**src/asc_pkg.sv**
```systemverilog
// Shared constants, register map and field layouts of the conversion sequencer
package asc_pkg;

	// Register indices; byte address is four times the index
	localparam logic [7:0] ASC_IDX_RESULT = 8'h21;
	localparam logic [7:0] ASC_IDX_CTRL   = 8'h22;
	localparam logic [7:0] ASC_IDX_CLKSET = 8'h23;
	localparam logic [7:0] ASC_IDX_INTST  = 8'h24;
	localparam logic [7:0] ASC_IDX_INTMSK = 8'h25;

	// Field positions
	localparam int ASC_CTRL_CHAN_LSB = 0;
	localparam int ASC_CTRL_PIN_LSB  = 3;
	localparam int ASC_CTRL_PEND_BIT = 6;
	localparam int ASC_CTRL_START    = 7;
	localparam int ASC_CLK_SEL_LSB   = 0;
	localparam int ASC_CLK_CMP_BIT   = 2;
	localparam int ASC_CLK_TEST_BIT  = 7;
	localparam int ASC_INT_DONE_BIT  = 0;

	// Reset values
	localparam logic [7:0] ASC_CTRL_RST   = 8'h00;
	localparam logic [7:0] ASC_CLKSET_RST = 8'h00;
	localparam logic [7:0] ASC_INT_RST    = 8'h00;

	// Converter clock divisors minus one, and conversion length in converter clocks
	localparam logic [4:0] ASC_DIV2_LIM  = 5'h01;
	localparam logic [4:0] ASC_DIV8_LIM  = 5'h07;
	localparam logic [4:0] ASC_DIV32_LIM = 5'h1f;
	localparam logic [4:0] ASC_CONV_TICKS = 5'h10;

	// Control register layout
	typedef struct packed {
		logic       start;
		logic       pending;
		logic [2:0] pin_cfg;
		logic [2:0] chan;
	} asc_ctrl_t;

	// Clock-setting register layout
	typedef struct packed {
		logic       test;
		logic [3:0] unused;
		logic       cmp_en;
		logic [1:0] clk_sel;
	} asc_clkset_t;

	// Lowest n pins analog for n below 7, all eight for 7
	function automatic logic [7:0] asc_pin_mask(input logic [2:0] cfg);
		if (cfg == 3'h7) begin
			return 8'hff;
		end
		return (8'h01 << cfg) - 8'h01;
	endfunction

	// Divider terminal count per clock select; select 11 behaves as /32
	function automatic logic [4:0] asc_div_lim(input logic [1:0] sel);
		case (sel)
			2'h0: return ASC_DIV2_LIM;
			2'h1: return ASC_DIV8_LIM;
			default: return ASC_DIV32_LIM;
		endcase
	endfunction

endpackage

```
**src/asc_clk_div.sv**
```systemverilog
// Converter clock divider producing one tick per divided period
`timescale 1ns/1ps
module asc_clk_div
	import asc_pkg::*;
(
	input  wire logic       sys_clk,
	input  wire logic       srst,
	input  wire logic [1:0] clk_sel,
	output logic            tick
);
	logic [4:0] cnt_reg;
	logic [4:0] cnt_next;
	logic       tick_reg;
	logic       tick_next;

	// Wrap on reaching or passing the limit, so a smaller divisor never stalls
	always_comb begin
		cnt_next  = cnt_reg + 5'h01;
		tick_next = 1'b0;
		if (cnt_reg >= asc_div_lim(clk_sel)) begin
			cnt_next  = 5'h00;
			tick_next = 1'b1;
		end
	end

	always_ff @(posedge sys_clk) begin
		if (srst) begin
			cnt_reg  <= 5'h00;
			tick_reg <= 1'b0;
		end else begin
			cnt_reg  <= cnt_next;
			tick_reg <= tick_next;
		end
	end

	assign tick = tick_reg;
endmodule

```
**src/asc_conv_timer.sv**
```systemverilog
// Conversion length counter, held in reset while the start bit is high
`timescale 1ns/1ps
module asc_conv_timer
	import asc_pkg::*;
(
	input  wire logic sys_clk,
	input  wire logic srst,
	input  wire logic hold,
	input  wire logic launch,
	input  wire logic tick,
	output logic      busy,
	output logic      done
);
	logic       busy_reg;
	logic       busy_next;
	logic       done_reg;
	logic       done_next;
	logic [4:0] cnt_reg;
	logic [4:0] cnt_next;

	// Hold wins over everything; a launch restarts the count
	always_comb begin
		busy_next = busy_reg;
		done_next = 1'b0;
		cnt_next  = cnt_reg;
		if (hold) begin
			busy_next = 1'b0;
			cnt_next  = 5'h00;
		end else if (launch) begin
			busy_next = 1'b1;
			cnt_next  = 5'h00;
		end else if (busy_reg && tick) begin
			cnt_next = cnt_reg + 5'h01;
			if (cnt_reg == ASC_CONV_TICKS - 5'h01) begin
				busy_next = 1'b0;
				done_next = 1'b1;
			end
		end
	end

	always_ff @(posedge sys_clk) begin
		if (srst) begin
			busy_reg <= 1'b0;
			done_reg <= 1'b0;
			cnt_reg  <= 5'h00;
		end else begin
			busy_reg <= busy_next;
			done_reg <= done_next;
			cnt_reg  <= cnt_next;
		end
	end

	assign busy = busy_reg;
	assign done = done_reg;
endmodule

```
**src/asc_top.sv**
```systemverilog
// Conversion sequencer control: APB registers, pin config, start and completion
// Summary of operation
// (RQ1) Channel field bits 2..0 route analog input n to the converter.
// (RQ2) Pin config n makes lowest n port B pins analog; 7 makes all.
// (RQ3) Analog-configured port B pins lose digital path and pull-up.
// (RQ4) Control bit 6 reads 1 while a conversion is outstanding, else 0.
// (RQ5) Start bit high holds converter in reset and forces the flag to 1.
// (RQ6) Start falling from 1 to 0 launches a conversion on the channel.
// (RQ7) Software selects channel first, then writes start 0, 1, 0.
// (RQ8) Software keeps start low until the pending flag clears.
// (RQ9) Completion clears the flag and raises the interrupt request.
// (RQ10) Each 8-bit outcome lands in the result register.
// (RQ11) Start reads 0 after reset.
// (RQ12) Clock select 00, 01, 10 give sys/2, /8, /32; 11 not used.
// (RQ13) Clock-setting bit 2 enables the comparator; 0 during reset.
// (RQ14) Clock-setting bit 7 is test only and must stay 0.
// (RQ15) Software clears start and pin config before stop state.
// (RQ16) Conversion lasts fixed converter clocks; clock bits 3..6 read 0.
`timescale 1ns/1ps
module asc_top
	import asc_pkg::*;
(
	input  wire logic        sys_clk,
	input  wire logic        srst,
	input  wire logic        psel,
	input  wire logic        penable,
	input  wire logic        pwrite,
	input  wire logic [11:0] paddr,
	input  wire logic [31:0] pwdata,
	output logic [31:0]      prdata,
	output logic             pready,
	output logic             pslverr,
	input  wire logic [7:0]  conv_data,
	output logic [2:0]       analog_select,
	output logic             conv_reset,
	output logic             conv_launch,
	output logic             conv_clk_tick,
	output logic [7:0]       pb_analog_mask,
	output logic [7:0]       pb_io_disable,
	output logic [7:0]       pb_pullup_disable,
	output logic             comparator_enable,
	output logic             test_mode,
	output logic             irq
);
	asc_ctrl_t   ctrl_reg;
	asc_ctrl_t   ctrl_next;
	asc_clkset_t clk_reg;
	asc_clkset_t clk_next;
	logic [7:0]  result_reg;
	logic [7:0]  result_next;
	logic [7:0]  intst_reg;
	logic [7:0]  intst_next;
	logic [7:0]  intmsk_reg;
	logic [7:0]  intmsk_next;
	logic [31:0] prdata_reg;
	logic [31:0] prdata_next;
	logic        pready_reg;
	logic        pready_next;
	logic        pslverr_reg;
	logic        pslverr_next;
	logic [2:0]  sel_reg;
	logic        creset_reg;
	logic        claunch_reg;
	logic        ctick_reg;
	logic [7:0]  pmask_reg;
	logic        cmp_reg;
	logic        test_reg;
	logic        irq_reg;
	logic        wr_en;
	logic        launch;
	logic        tick;
	logic        busy;
	logic        done;
	logic [7:0]  idx;
	logic        mapped;

	// Word index from byte address; low two bits must be zero
	assign idx    = paddr[9:2];
	assign mapped = (paddr[1:0] == 2'h0) && (paddr[11:10] == 2'h0) &&
		(idx >= ASC_IDX_RESULT) && (idx <= ASC_IDX_INTMSK);
	assign wr_en  = psel && penable && pready_reg && pwrite && mapped;

	asc_clk_div i_asc_clk_div (
		.sys_clk (sys_clk),
		.srst    (srst),
		.clk_sel (clk_reg.clk_sel),
		.tick    (tick)
	);

	// Hold follows the start value being written: the stored bit is still high
	// in the launch cycle and would otherwise swallow every launch
	asc_conv_timer i_asc_conv_timer (
		.sys_clk (sys_clk),
		.srst    (srst),
		.hold    (ctrl_next.start),
		.launch  (launch),
		.tick    (tick),
		.busy    (busy),
		.done    (done)
	);

	// Register next values; pending is owned by hardware, not by writes
	always_comb begin
		ctrl_next   = ctrl_reg;
		clk_next    = clk_reg;
		result_next = result_reg;
		intst_next  = intst_reg;
		intmsk_next = intmsk_reg;
		if (wr_en && idx == ASC_IDX_CTRL) begin
			ctrl_next.chan    = pwdata[ASC_CTRL_CHAN_LSB +: 3];
			ctrl_next.pin_cfg = pwdata[ASC_CTRL_PIN_LSB +: 3];
			ctrl_next.start   = pwdata[ASC_CTRL_START];
		end
		// (RQ16) unused bits stay zero
		if (wr_en && idx == ASC_IDX_CLKSET) begin
			clk_next.clk_sel = pwdata[ASC_CLK_SEL_LSB +: 2];
			clk_next.cmp_en  = pwdata[ASC_CLK_CMP_BIT];
			clk_next.test    = pwdata[ASC_CLK_TEST_BIT];
			clk_next.unused  = 4'h0;
		end
		if (wr_en && idx == ASC_IDX_INTMSK) begin
			intmsk_next = pwdata[7:0];
		end
		if (wr_en && idx == ASC_IDX_INTST) begin
			intst_next = intst_reg & ~pwdata[7:0];
		end
		// (RQ9) done sets status, winning over a clear
		if (done) begin
			intst_next[ASC_INT_DONE_BIT] = 1'b1;
		end
		// (RQ10) capture outcome at completion
		if (done) begin
			result_next = conv_data;
		end
		// (RQ5) start high forces pending; (RQ4) completion clears it
		if (ctrl_next.start) begin
			ctrl_next.pending = 1'b1;
		end else if (done) begin
			ctrl_next.pending = 1'b0;
		end
	end

	// (RQ6) falling start launches a conversion
	assign launch = ctrl_reg.start && !ctrl_next.start;

	// (RQ11) start and (RQ13) comparator enable clear at reset
	always_ff @(posedge sys_clk) begin
		if (srst) begin
			ctrl_reg   <= ASC_CTRL_RST;
			clk_reg    <= ASC_CLKSET_RST;
			result_reg <= 8'h00;
			intst_reg  <= ASC_INT_RST;
			intmsk_reg <= ASC_INT_RST;
		end else begin
			ctrl_reg   <= ctrl_next;
			clk_reg    <= clk_next;
			result_reg <= result_next;
			intst_reg  <= intst_next;
			intmsk_reg <= intmsk_next;
		end
	end

	// APB answer: ready in the first access cycle, zero wait states
	always_comb begin
		pready_next  = psel && !penable;
		pslverr_next = psel && !penable && !mapped;
		prdata_next  = 32'h0000_0000;
		if (psel && !penable && !pwrite) begin
			case (idx)
				ASC_IDX_RESULT: prdata_next[7:0] = result_reg;
				ASC_IDX_CTRL:   prdata_next[7:0] = ctrl_reg;
				ASC_IDX_CLKSET: prdata_next[7:0] = clk_reg;
				ASC_IDX_INTST:  prdata_next[7:0] = intst_reg;
				ASC_IDX_INTMSK: prdata_next[7:0] = intmsk_reg;
				default:        prdata_next = 32'h0000_0000;
			endcase
			if (!mapped) begin
				prdata_next = 32'h0000_0000;
			end
		end
	end

	// Outputs registered so the pads and core see glitch-free levels
	always_ff @(posedge sys_clk) begin
		if (srst) begin
			prdata_reg  <= 32'h0000_0000;
			pready_reg  <= 1'b0;
			pslverr_reg <= 1'b0;
			sel_reg     <= 3'h0;
			creset_reg  <= 1'b0;
			claunch_reg <= 1'b0;
			ctick_reg   <= 1'b0;
			pmask_reg   <= 8'h00;
			cmp_reg     <= 1'b0;
			test_reg    <= 1'b0;
			irq_reg     <= 1'b0;
		end else begin
			prdata_reg  <= prdata_next;
			pready_reg  <= pready_next;
			pslverr_reg <= pslverr_next;
			// (RQ1) channel routing
			sel_reg     <= ctrl_reg.chan;
			// (RQ5) converter reset level
			creset_reg  <= ctrl_reg.start;
			claunch_reg <= launch;
			// (RQ12) divided converter clock
			ctick_reg   <= tick;
			// (RQ2) pin analog mask
			pmask_reg   <= asc_pin_mask(ctrl_reg.pin_cfg);
			cmp_reg     <= clk_reg.cmp_en;
			// (RQ14) test bit passed out only
			test_reg    <= clk_reg.test;
			irq_reg     <= |(intst_reg & intmsk_reg);
		end
	end

	assign prdata            = prdata_reg;
	assign pready            = pready_reg;
	assign pslverr           = pslverr_reg;
	assign analog_select     = sel_reg;
	assign conv_reset        = creset_reg;
	assign conv_launch       = claunch_reg;
	assign conv_clk_tick     = ctick_reg;
	assign pb_analog_mask    = pmask_reg;
	// (RQ3) analog pins lose digital path and pull-up
	assign pb_io_disable     = pmask_reg;
	assign pb_pullup_disable = pmask_reg;
	assign comparator_enable = cmp_reg;
	assign test_mode         = test_reg;
	assign irq               = irq_reg;
endmodule

```
**config.mk**
```make
export PLATFORM = sky130hd
export DESIGN_NAME = asc_top
export DESIGN_NICKNAME = d
export VERILOG_FILES = /design/src/asc_pkg.sv /design/src/asc_clk_div.sv /design/src/asc_conv_timer.sv /design/src/asc_top.sv
export SDC_FILE = /design/constraint.sdc
export NUM_CORES = 1
export LEC_CHECK = 0
export ABC_AREA = 0
export CAP_MARGIN = 5
export CORE_ASPECT_RATIO = 1.25
export CORE_MARGIN = 2
export CORE_UTILIZATION = 46
export CTS_BUF_LIST = sky130_fd_sc_hd__clkbuf_8
export CTS_CLUSTER_SIZE = 25
export DETAILED_ROUTE_END_ITERATION = 16
export DONT_BUFFER_PORTS = 1
export PLACE_DENSITY = 0.68
export SYNTH_ARGS = -nofsm -noshare
export SYNTH_HDL_FRONTEND = slang
export SYNTH_SLANG_ARGS = --single-unit
```
**constraint.sdc**
```tcl
create_clock -name sys_clk -period 1.38 [get_ports sys_clk]
set_input_delay 0.207 -clock sys_clk [delete_from_list [all_inputs] [get_ports sys_clk]]
set_output_delay 0.207 -clock sys_clk [all_outputs]
set_load 0.005 [all_outputs]
```
== After elaboration in Yosys (flattened, before gate mapping) ==
Index checks and enable logic that the tools add are counted.

* Register bits after elaboration: 100

* Add/sub/neg operators: 3
* $lt $le $gt $ge: 3
* Equal/unequal tests: 8
* Shift-type cells: 1
* Muxes and demuxes: 16
* Bitwise operators: 6
* Reduce and logical (&&, ||, !) cells: 35

{| class="wikitable"
|+ Operator list
! cell !! number
|-
| == test 8 x 6 -> 1 bit (second input constant) || 5
|-
| one-hot mux 8 bit (5 select lines) || 1
|-
| AND 8 bit || 2
|-
| logical AND 1 bit || 16
|-
| 2-to-1 mux 8 bit || 2
|-
| 2-to-1 mux 1 bit || 12
|-
| adder 5 x 1 -> 5 bit (second input constant) || 2
|-
| one-hot mux 5 bit (2 select lines) || 1
|-
| greater-or-equal comparator 8 x 6 -> 1 bit (second input constant) || 1
|-
| <= comparator 8 x 6 -> 1 bit (second input constant) || 1
|-
| NOT 8 bit || 1
|-
| nonzero test 2 bit || 4
|-
| OR reduction 8 bit || 1
|-
| << shifter 1 x 3 -> 8 bit (first input constant) || 1
|-
| subtractor 8 x 1 -> 8 bit (second input constant) || 1
|-
| logical NOT 2 bit || 3
|-
| OR reduction 2 bit || 3
|-
| OR reduction 3 bit || 2
|-
| == test 5 x 4 -> 1 bit (second input constant) || 1
|-
| greater-or-equal comparator 5 bit || 1
|-
| logical NOT 1 bit || 4
|-
| OR reduction 4 bit || 1
|-
| == test 3 bit (second input constant) || 1
|-
| NOT 1 bit || 3
|-
| 2 further kinds || 2
|}

== Logic depth before layout (Yosys ltp) ==
* Depth after elaboration: 11
* Gate-level depth with buffers: 6
* Depth with buffers taken out: 6

== By module ==
Synthesis repeated with hierarchy kept, for this count alone.

* Cell total of the unflattened synthesis: 369
* Area total of the unflattened synthesis: 3,520.9 sq um

{| class="wikitable"
|+ Modules (own cells, without submodules)
! module !! times used !! cells an instance !! area each (sq um) !! seq. area each (sq um)
|-
| asc_top || 1 || 306 || 2,932.8 || 1,261.2
|-
| asc_clk_div || 1 || 30 || 296.5 || 120.1
|-
| asc_conv_timer || 1 || 33 || 291.5 || 140.1
|}

== Worst setup path before layout ==
Ideal clock, no wire load.

* Path kind: reg-to-reg
* From: register clk_reg[0] (netlist name)
* To: register i_asc_clk_div.tick_reg (netlist: i_asc_clk_div.tick)
* Arrival: 1.324 ns
* Data required time: 1.265 ns
* Slack: -0.059 ns
* Stages on the path, launching flop included: 7
* Path buffers: 0
* Period minus slack after synthesis: 1.439 ns
* Cells stage by stage: dfxtp_1 -> nor2_1 -> ha_1 -> a21o_1 -> a21oi_1 -> o211ai_1 -> and2_1

* Word-level cells in the longest chain between the ends: 4
* Elaborated cells between the ends (all ways): 5

{| class="wikitable"
|+ RTL lines
! item !! line !! text
|-
| from (decl) || asc_top.sv:47 || <nowiki>asc_clkset_t clk_reg;</nowiki>
|-
| from (signal assigned) || asc_top.sv:156 || <nowiki>clk_reg <= clk_next;</nowiki>
|-
| == test 2 x 1 -> 1 bit / logical NOT 2 bit (equally long branches) || asc_pkg.sv:58 || <nowiki>case (sel)</nowiki>
|-
| one-hot mux 5 bit (2 select lines) (*) || asc_pkg.sv:58 ||
|-
| greater-or-equal comparator 5 bit (*) || asc_clk_div.sv:20 || <nowiki>if (cnt_reg >= asc_div_lim(clk_sel)) begin</nowiki>
|-
| 2-to-1 mux 1 bit (*) || asc_clk_div.sv:20 ||
|-
| to (signal assigned) || asc_clk_div.sv:32 || <nowiki>tick_reg <= tick_next;</nowiki>
|-
| to (decl) || asc_clk_div.sv:13 || <nowiki>logic tick_reg;</nowiki>
|}

Mark *: on every way between the ends. The rest lies on a longest branch, timed or not.
A chain may end at the register's enable or synchronous reset.

== Worst setup path after layout ==
* From: register clk_reg[1] (netlist name)
* To: register i_asc_clk_div.tick_reg (netlist: i_asc_clk_div.tick)

Same word-level chain as after synthesis.

==> results.ini <==
[status]
status=finished with violations
violations=negative setup slack

[floorplan]
start_util_pct=47.7
die_x_um=82.3
fp.dieH_um=102
coreArea_sq_um=7400
rows=35
die_area_sq_um=8390
io_pins=124

[logic_synthesis]
ys.warnings.count=0
async_flop_share_pct=0
netlist_area_sq_um=3530
ys_types=52
synthCells=367
ys.flop_type=dfxtp_1
yosysSeqAreaShare_pct=43.1
synth_edf_count=0
syn-mean-instance-area_sq_um=9.61
ys_ff_latch=76

[placement]
place.gp.congestion=0.869
placed_cells=447
dp_hpwl_um=5550
io_buffer_count=0
dpl-instance-area_sq_um=3540
dpl_worst_slack_ns=-0.225

[cells_and_area]
regArea_sq_um=1530
nets=453
drive_gt1_share_pct=29.9
syn_to_final_growth_pct=26.6
final_area_sq_um=4470
postLayoutCoreUtil_pct=60.3
multi_input_area_sq_um=2110
instances_no_fill=486
antennaDiodeCount=0
layout_common_cells=dfxtp_1, nand2_1, conb_1, nor2_1
final_common_cell=dfxtp_1
filler_cell_count=609

[setup_path]
crit_path_end_kind=flip-flop
start_kind=flip-flop
worstPathArrival_ns=1.73
cp_data_required_time_ns=1.63
critPathMaxFanout=5
critPathKind=flip-flop to flip-flop
crit_chain=nor2_4 > ha_4 > a21o_1 > a21oi_2 > o211ai_1 > buf_4 > and2_1
cpPeakStageDelay_ns=0.36
cp_slowest_cell=dfxtp_4

[clock_network]
cts_buffers=9
insertion_delay_ns=0.35
cts_max_level=3
cts_root_buf=clkbuf_8
clockBufferDepth=2
cts.sinks=76
clkTransAtPathRegs_ns=0.08
cts_tree=done

[routing]
ant_nets=0
drcViolationCount=0
post_drt_via_cell_ratio=5.67
drtIter0Drc=136
drt_pass1_iterations=4
finalWirelength_um=8780
via_count=2754
post_drt_wl_per_cell_um=18.1

[sta]
worst_pin_slew_ns=0.670
layout_setup_ws_ns=-0.0982
setup_viol_count_final=30
max_freq_mhz=676
fin_skew_ns=0.00472
maxSlewHeadroom_pct=55.2
final_hold_viol_count=0
fin_crit_ns=1.48
rsz0062_at_grt=yes
timing.final.crit_share_pct=107
final-max-slew-violation-count=0

[job]
max_cap_violations=0

[global_route]
grt-ovfl-total=0
grt_max_degree=35
antenna_found_initial=0
grt_pass1_vias=2578
grt_pass1_wl_um=13000
grt_usage_pct=21.0

[hold_path]
hold_class=input pin to flip-flop

[pwr]
vdd_ir_drop_max_uv=679
leakage_nw=1.66
total_power_mw=4.79
power_density_nw_per_um2=1070

[metrics by stage]
step | TNS (ns) | hold WS, ns
floorplan | -0.0197 | 0.286
global placement | -5.14 | 0.283
detailed placement | -6.25 | 0.285
CTS | -1.08 | 0.00184
global route | -2.79 | 0.0197
finish | -0.844 | 0.0164
[cell usage after synthesis (5+ instances only)]
cell type | number | area share, %
nor2b_1 | 10 | 1.8
nand4_1 | 5 | 0.89
o21ai_0 | 5 | 0.71
and2_1 | 10 | 1.8
dfxtp_1 | 76 | 43
o31ai_1 | 5 | 1.1
clkbuf_1 | 6 | 0.64
nor4_1 | 14 | 2.5
a22oi_1 | 12 | 2.6
buf_4 | 44 | 9.4
a21oi_1 | 16 | 2.3
nand3_1 | 7 | 0.99
nor2_1 | 23 | 2.4
mux2i_1 | 19 | 5.4
mux2_2 | 6 | 1.9
inv_1 | 10 | 1.1
ha_1 | 7 | 2.5
nor3_1 | 7 | 0.99
nand2_1 | 27 | 2.9
[power by group]
part           switching, mW  internal [mW]
sequential            0.0668           2.25
clock                  0.852           1.01
combinational          0.319          0.293
total                   1.24           3.55
[cell families (layout without fill, tap and decap cells)]
logic type	after synthesis	in the layout	share of synthesized area (%)
AO/OA/AOI/OAI	62	62	12.6
XOR/XNOR	6	6	1.49
adder cells (fa/ha/maj)	7	7	2.48
buffers and inverters	69	72	12.4
flip-flops	76	76	43.1
multiplexers	25	25	7.31
other	1	24	0.106
AND/OR/NAND/NOR	121	122	20.5
[routing by layer]
layer	vias to the layer above	global-route usage (%)	share of wire (%)	wire length [um]
met4	0	13.6	4.6	401
met5	-	0	0	0
met1	1326	23.5	38	3340
met2	113	34.6	51	4480
met3	26	6.01	6.4	564
li1	1289	-	-	-
[worst max-delay path: cells and delay by family, from the launching register on]
family / cells / cell delay [ns]
DFF: 1 / 0.36
buffers and inverters: 1 / 0.18
AOI/OAI and AO/OA: 3 / 0.38
adders and majority gates: 1 / 0.20
and+or+nand+nor: 2 / 0.26
[area by class of cell]
type	instances	area share [%]
Sequential cell	76	34.3
Timing Repair Buffer	45	10.1
Tap cell	92	2.58
Inverter	11	0.925
Clock inverter	7	2.07
Multi-Input combinational cell	246	47.3
Clock buffer	9	2.77
[final timing paths]
path	slack, ns	end	cells past startpoint	start
worst min register to register	0.47	test_mode	2	clk_reg[7]
worst min-delay path	0.02	result_reg[6]	2	conv_data[6]
worst max register to register	-0.1	i_asc_clk_div.tick	7	clk_reg[1]
worst max-delay path	-0.1	i_asc_clk_div.tick	7	clk_reg[1]
[timing repair]
action	4_1_cts	5_1_grt
hold buffers	15	1
hold endpoints to repair	42	1
cloned	1	0
resized for setup	39	43
pin swaps	22	43
setup endpoints to repair	42	39
buffers inserted	3	3
Note: power is estimated with default switching activity, not from simulation.
